### config.mk
export PLATFORM = sky130hd
export DESIGN_NAME = pdcs_regs
export DESIGN_NICKNAME = d
export VERILOG_FILES = /design/src/pkg/pdcs_pkg.sv /design/src/rtl/pdcs_regs.sv
export SDC_FILE = /design/constraint.sdc
export NUM_CORES = 1
export LEC_CHECK = 0
export BUFFER_PORTS_ARGS = -buffer_cell sky130_fd_sc_hd__buf_2
export CORE_ASPECT_RATIO = 1.4
export CORE_UTILIZATION = 44
export DETAILED_ROUTE_END_ITERATION = 10
export MAX_ROUTING_LAYER = met4
export PLACE_DENSITY_LB_ADDON = 0.15
export SYNTH_ARGS = -nofsm -noshare
export SYNTH_HDL_FRONTEND = slang
export SYNTH_SLANG_ARGS = --single-unit
### constraint.sdc
create_clock -name sys_clk_in -period 1.91 [get_ports sys_clk_in]
set_clock_uncertainty 0.15 [all_clocks]
set_input_delay 0.191 -clock sys_clk_in [delete_from_list [all_inputs] [get_ports sys_clk_in]]
set_output_delay 0.191 -clock sys_clk_in [all_outputs]
set_load 0.01 [all_outputs]
### src/pkg/pdcs_pkg.sv
// Constants for the device control and status register pair.
// Assumes a configuration-access port on the core clock with byte enables.
package pdcs_pkg;

	// ==========================================
	// Register offsets
	localparam logic [11:0] PDCS_DEV_CTRL_OFS = 12'h078;
	localparam logic [11:0] PDCS_DEV_STAT_OFS = 12'h07A;
	localparam logic [11:0] PDCS_DWORD_MASK   = 12'hFFC;

	// ==========================================
	// Control and status field positions
	localparam int PDCS_FRT_BIT    = 15;
	localparam int PDCS_RRS_LO     = 12;
	localparam int PDCS_NS_BIT     = 11;
	localparam int PDCS_APPM_BIT   = 10;
	localparam int PDCS_PFE_BIT    = 9;
	localparam int PDCS_STAT_TRANSACTIONS_OUTSTANDING  = 5;
	localparam int PDCS_STAT_APD   = 4;
	localparam int PDCS_RRS_HI     = 14;
	localparam int PDCS_EXTENDED_TAG_ENABLE_BIT   = 8;
	localparam int PDCS_MPS_HI     = 7;
	localparam int PDCS_MPS_LO     = 5;
	localparam int PDCS_ERO_BIT    = 4;
	localparam int PDCS_ERR_HI     = 3;
	localparam int PDCS_BE_CTRL_HI = 1;

	// ==========================================
	// Reset values and masks
	localparam logic [15:0] PDCS_CTRL_RESET  = 16'h2810;
	localparam logic [15:0] PDCS_CTRL_RW     = 16'h7DFF;
	localparam logic [15:0] PDCS_CTRL_APPM   = 16'h0400;
	localparam logic [3:0]  PDCS_ERR_RESET   = 4'h0;
	localparam logic [2:0]  PDCS_RRS_MAX     = 3'h5;
	localparam logic [2:0]  PDCS_RRS_128B    = 3'h0;
	localparam logic [12:0] PDCS_RRS_BASE    = 13'h0080;
	localparam logic [2:0]  PDCS_RRS_RESET   = 3'h2;
	localparam logic [12:0] PDCS_RRS_RST_B   = 13'h0200;
	localparam logic [9:0]  PDCS_STAT_RSVD   = 10'h000;
	localparam logic [31:0] PDCS_RDATA_IDLE  = 32'h0000_0000;

endpackage

### src/rtl/pdcs_regs.sv
// Device control and device status registers of the PCIe capability.
// Assumes configuration accesses arrive as one-cycle dword strobes on the core clock.
`timescale 1ns/1ps
`default_nettype none
module pdcs_regs
	import pdcs_pkg::*;
(
	input  wire logic        sys_clk_in,
	input  wire logic        rstn_in,
	input  wire logic        global_rstn_in,
	input  wire logic        cfg_wr_in,
	input  wire logic        cfg_rd_in,
	input  wire logic [11:0] cfg_addr_in,
	input  wire logic [3:0]  cfg_be_in,
	input  wire logic [31:0] cfg_wdata_in,
	output logic      [31:0] cfg_rdata_out,
	input  wire logic        aux_power_detect_pin_in,
	input  wire logic        transactions_outstanding_in,
	input  wire logic [3:0]  err_detect_in,
	output logic             function_reset_trigger_out,
	output logic      [2:0]  read_request_size_limit_out,
	output logic      [12:0] read_request_bytes_out,
	output logic             no_snoop_enable_out,
	output logic             aux_power_pm_enable_out,
	output logic             extended_tag_enable_out,
	output logic      [2:0]  payload_size_limit_out,
	output logic             relaxed_ordering_enable_out,
	output logic      [3:0]  err_report_en_out
);

	// ==========================================
	// Helper functions

	// Byte enables widen to a bit mask for one 16-bit half
	function automatic logic [15:0] pdcs_be_mask(input logic [1:0] be);
		pdcs_be_mask = {{8{be[1]}}, {8{be[0]}}};
	endfunction

	// Reserved size codes clamp to the top size
	// Software must not write them, but a stray code must never ask for more
	function automatic logic [2:0] pdcs_rrs_clamp(input logic [2:0] code);
		if (code > PDCS_RRS_MAX) begin
			pdcs_rrs_clamp = PDCS_RRS_MAX;
		end else begin
			pdcs_rrs_clamp = code;
		end
	endfunction

	// ==========================================
	// State

	logic [15:0] ctrl;
	logic        appm;
	logic [3:0]  err_seen;
	logic        transactions_outstanding;
	logic        aux_meta;
	logic        aux_sync;
	logic        frt_pulse;
	logic [2:0]  rrs_code;
	logic [12:0] rrs_bytes;

	// ==========================================
	// Access decode

	// Control and status share one dword, so one compare serves both halves
	wire         hit        = (cfg_addr_in & PDCS_DWORD_MASK) == PDCS_DEV_CTRL_OFS;
	wire         wr_ctrl    = cfg_wr_in && hit;
	wire         rd_ctrl    = cfg_rd_in && hit;
	wire [15:0]  ctrl_be    = pdcs_be_mask(cfg_be_in[1:0]);
	wire [15:0]  stat_be    = pdcs_be_mask(cfg_be_in[3:2]);
	wire [15:0]  ctrl_wd    = cfg_wdata_in[15:0];
	wire [15:0]  stat_wd    = cfg_wdata_in[31:16];
	wire         wr_hi      = wr_ctrl && cfg_be_in[PDCS_BE_CTRL_HI];

	// ==========================================
	// Control write path

	// Bit 10 lives in its own register, so the common mask leaves it out
	wire [15:0]  wmask      = ctrl_be & PDCS_CTRL_RW & ~PDCS_CTRL_APPM;
	wire [15:0]  next_ctrl  = (ctrl & ~wmask) | (ctrl_wd & wmask);
	wire         next_appm  = ctrl_wd[PDCS_APPM_BIT];
	wire         next_frt   = wr_hi && ctrl_wd[PDCS_FRT_BIT];
	wire [2:0]   next_rrs   = pdcs_rrs_clamp(next_ctrl[PDCS_RRS_HI:PDCS_RRS_LO]);
	wire [12:0]  next_bytes = PDCS_RRS_BASE << next_rrs;

	// ==========================================
	// Status write path

	wire [3:0]   err_clr    = wr_ctrl ? (stat_wd[PDCS_ERR_HI:0] & stat_be[PDCS_ERR_HI:0]) : PDCS_ERR_RESET;
	// set wins over clear
	// An error in the same cycle as its clear must not be lost
	wire [3:0]   next_err   = err_detect_in | (err_seen & ~err_clr);

	// ==========================================
	// Read image

	wire [15:0]  ctrl_rd    = {1'b0, ctrl[PDCS_RRS_HI:PDCS_NS_BIT], appm, 1'b0, ctrl[PDCS_EXTENDED_TAG_ENABLE_BIT:0]};
	wire [15:0]  stat_rd    = {PDCS_STAT_RSVD, transactions_outstanding, aux_sync, err_seen};
	// Unmapped dwords read zero
	wire [31:0]  next_rdata = rd_ctrl ? {stat_rd, ctrl_rd} : PDCS_RDATA_IDLE;

	// ==========================================
	// Control storage

	always_ff @(posedge sys_clk_in or negedge rstn_in) begin
		if (!rstn_in) begin
			ctrl <= PDCS_CTRL_RESET & ~PDCS_CTRL_APPM;
		end else if (wr_ctrl) begin
			ctrl <= next_ctrl;
		end
	end

	always_ff @(posedge sys_clk_in or negedge global_rstn_in) begin
		if (!global_rstn_in) begin
			appm <= PDCS_CTRL_RESET[PDCS_APPM_BIT];
		end else if (wr_hi) begin
			appm <= next_appm;
		end
	end

	always_ff @(posedge sys_clk_in or negedge rstn_in) begin
		if (!rstn_in) begin
			frt_pulse <= 1'b0;
		end else begin
			frt_pulse <= next_frt;
		end
	end

	// size limit held in flip-flops
	// Loaded from next_ctrl, so they change on the same edge as ctrl and add no lag after a write
	always_ff @(posedge sys_clk_in or negedge rstn_in) begin
		if (!rstn_in) begin
			rrs_code  <= PDCS_RRS_RESET;
			rrs_bytes <= PDCS_RRS_RST_B;
		end else if (wr_ctrl) begin
			rrs_code  <= next_rrs;
			rrs_bytes <= next_bytes;
		end
	end

	// ==========================================
	// Status storage

	always_ff @(posedge sys_clk_in or negedge rstn_in) begin
		if (!rstn_in) begin
			err_seen <= PDCS_ERR_RESET;
		end else begin
			err_seen <= next_err;
		end
	end

	always_ff @(posedge sys_clk_in or negedge rstn_in) begin
		if (!rstn_in) begin
			transactions_outstanding <= 1'b0;
		end else begin
			transactions_outstanding <= transactions_outstanding_in;
		end
	end

	// aux pin synchroniser
	// The pin is asynchronous to the core clock; only aux_sync is read
	always_ff @(posedge sys_clk_in or negedge rstn_in) begin
		if (!rstn_in) begin
			aux_meta <= 1'b0;
			aux_sync <= 1'b0;
		end else begin
			aux_meta <= aux_power_detect_pin_in;
			aux_sync <= aux_meta;
		end
	end

	// ==========================================
	// Read data

	// Registered so the host sees a clean value one cycle after the strobe
	always_ff @(posedge sys_clk_in or negedge rstn_in) begin
		if (!rstn_in) begin
			cfg_rdata_out <= PDCS_RDATA_IDLE;
		end else begin
			cfg_rdata_out <= next_rdata;
		end
	end

	// ==========================================
	// Outputs

	assign function_reset_trigger_out  = frt_pulse;
	assign read_request_size_limit_out = rrs_code;
	assign read_request_bytes_out      = rrs_bytes;
	assign no_snoop_enable_out         = ctrl[PDCS_NS_BIT];
	assign aux_power_pm_enable_out     = appm;
	assign extended_tag_enable_out     = ctrl[PDCS_EXTENDED_TAG_ENABLE_BIT];
	assign payload_size_limit_out      = ctrl[PDCS_MPS_HI:PDCS_MPS_LO];
	assign relaxed_ordering_enable_out = ctrl[PDCS_ERO_BIT];
	assign err_report_en_out           = ctrl[PDCS_ERR_HI:0];

endmodule
`default_nettype wire

==> impl_metrics.tcl <==
set metrics [dict create \
    outcome "finished clean" \
    die_y_um 85.54 \
    final_area_mm2 0.002897 \
    start_util_pct 45.65 \
    finalMaxSlewViolations 0 \
    area_growth_pct 32.06 \
    drtAntennaViolNets 0 \
    tns_ns 0 \
    fp.dieArea_mm2 0.005275 \
    n_antenna_cell 0 \
    final_util_pct 60.29 \
    multi_input_area_um2 769.5 \
    p_leak_nw 1.562 \
    row_count 30 \
    ys_warn_count 0 \
    drt_pass1_iterations 4 \
    numCtsBuffers 5 \
    ys_seq_area_share_pct 57.33 \
    wl_mm 4.112 \
    cap_violations 0 \
    nNetsFinal 336 \
    ir_drop_mv 0.4409 \
    synth_cell_type_count 26 \
    postCtsSetupBuffers 0 \
    clk_path_buf_depth 2 \
    path_clk_slew_ns 0.09 \
    vias 1514 \
    post-route-min-period_ns 1.639 \
    num_io_pins 119 \
    cp-end-kind "flip-flop" \
    layout.cells.non_filler 342 \
    routedWlPerCell_um 12.02 \
    hold_viol 0 \
    htreeDepth 2 \
    dp_cells 316 \
    finalSetupViolCount 0 \
    criticalPathCategory "in2reg" \
    cts_tree "done" \
    holdBufCountCts 18 \
    cts_root_buffer "clkbuf_8" \
    clk_latency_ns 0.29 \
    n_fill_cell 446 \
    worstPathArrival_ns 1.67 \
    fin_ws_ns 0.2715 \
    min_path_type "in2reg" \
    cts_resized 0 \
    die_w_um 61.67 \
    dpl_worst_slack_ns -0.02860 \
    syn_area_per_cell_um2 12.53 \
    antenna_found_initial 0 \
    crit_fanout 5 \
    slew_headroom_pct 59.21 \
    critPathRequiredTime_ns 1.95 \
    register_area_mm2 0.001257 \
    post-route-drc-count 0 \
    drive_above_1_share_pct 46.76 \
    syn_inst 175 \
    grt_start_max_net_pins 50 \
    first_iter_violations 42 \
    gp_congestion 0.8258 \
    p_per_area_mw_per_mm2 672.8 \
    grt_pass1_wl_mm 6.451 \
    grt_pass1_vias 1450 \
    startpoint_type "input pin" \
    clock-sinks 50 \
    via_per_inst 4.427 \
    grt-ovfl-total 0 \
    max_freq_mhz 610.3 \
    holdWs_ns 0.01294 \
    rsz0062_at_grt "false" \
    port_buffers 83 \
    finalPower_mw 1.949 \
    synth_area_mm2 0.002193 \
    placed_area_mm2 0.002606 \
    ys_ff_latch 50 \
    fin_crit_sh_pct 85.79 \
    core_mm2 0.004805 \
    tightestPinTransition_ns 0.6119 \
    dp_hpwl_mm 2.850 \
    grt_usage_pct 17.00 \
]
-- Yosys cell counts (all sizes together) --
library cell / instances / area [um2]
or4b: 1 / 13.76
nor3: 2 / 10.01
o21ai: 2 / 10.01
mux2: 21 / 236.5
nor2: 8 / 30.03
mux2i: 5 / 50.05
nand3b: 1 / 7.510
buf: 29 / 214.0
dfrtp: 45 / 1126
o211ai: 1 / 7.510
conb: 1 / 3.750
nor4b: 1 / 8.760
nand2: 8 / 30.03
nor4: 4 / 70.07
nor3b: 2 / 15.01
clkbuf: 2 / 7.510
and2: 21 / 131.4
nand2b: 1 / 6.260
a21oi: 7 / 35.03
nand4bb: 1 / 16.27
or3b: 1 / 8.760
inv: 5 / 18.77
nand3: 1 / 5.000
dfstp: 5 / 131.4
-- final cells by class --
cell class / instances / area share (%)
clock buffer: 6 / 2.505
tap: 64 / 2.765
sequential: 50 / 43.41
inverter: 5 / 0.6479
clock inverter: 2 / 1.296
timing repair buffer: 108 / 22.81
multi-input combinational: 107 / 26.57
-- path summary, 6_finish.rpt --
check | start | to | slack, ns | cells after the start
worst max-delay path | cfg_addr_in[2] | flip-flop | 0.27 | 5
worst min-delay path | err_detect_in[3] | err_seen[3]$_DFF_PN0_ | 0.01 | 3
worst max register to register | ctrl[13]$_DFFE_PN1P_ | read_request_bytes_out[10]$_DFFE_PN0P_ | 0.32 | 3
worst min register to register | aux_meta$_DFF_PN0_ | aux_sync$_DFF_PN0_ | 0.21 | 0
max in group asynchronous | rstn_in | cfg_rdata_out[14]$_DFF_PN0_ | 0.83 | 3
min in group asynchronous | global_rstn_in | aux_power_pm_enable_out$_DFFE_PN0P_ | 0.07 | 2
-- worst max-delay path, cell delays in order --
cell	delay, ns
buf_2	0.10
or4b_4	0.60
nor4_4	0.25
buf_4	0.19
mux2_2	0.33
-- cell families after synthesis --
kind of cell	after synthesis	share of synthesized area (%)
and+or+nand+nor	52	16.09
DFF	50	57.33
buffers and inverters	36	10.95
muxes	26	13.06
AOI/OAI and AO/OA	10	2.396
other	1	0.1710
-- cell usage in the layout (no fill, tap or decap), types with 2 or more instances in the layout --
master	synthesis	routed
dfstp_2	5	5
dlygate4sd3_1	0	18
dfrtp_1	45	45
mux2_2	21	21
nand2_1	8	8
inv_1	5	5
conb_1	1	19
buf_2	0	83
nor3_1	2	2
buf_4	28	6
nor3b_1	2	2
nor2_1	8	8
and2_1	21	21
a21oi_1	7	7
mux2i_1	5	5
o21ai_0	2	2
nor4_4	3	3
clkbuf_8	0	5
-- routing by layer --
layer	vias up	part of all wire, %	track usage (%)	routed length (um)
li1	738	-	-	-
met1	712	39	18.48	1596
met2	59	54	29.52	2234
met3	5	5.8	3.620	238
met4	0	1.0	6.061	42
met5	-	0	-	0
-- report_power, final --
part / internal [mW] / leakage [nW] / switching (mW)
clock: 0.391 / 0.0514 / 0.326
sequential: 1.07 / 0.637 / 0.00319
combinational: 0.0760 / 0.873 / 0.0865
total: 1.53 / 1.56 / 0.416
(Power assumes the default switching activity.)
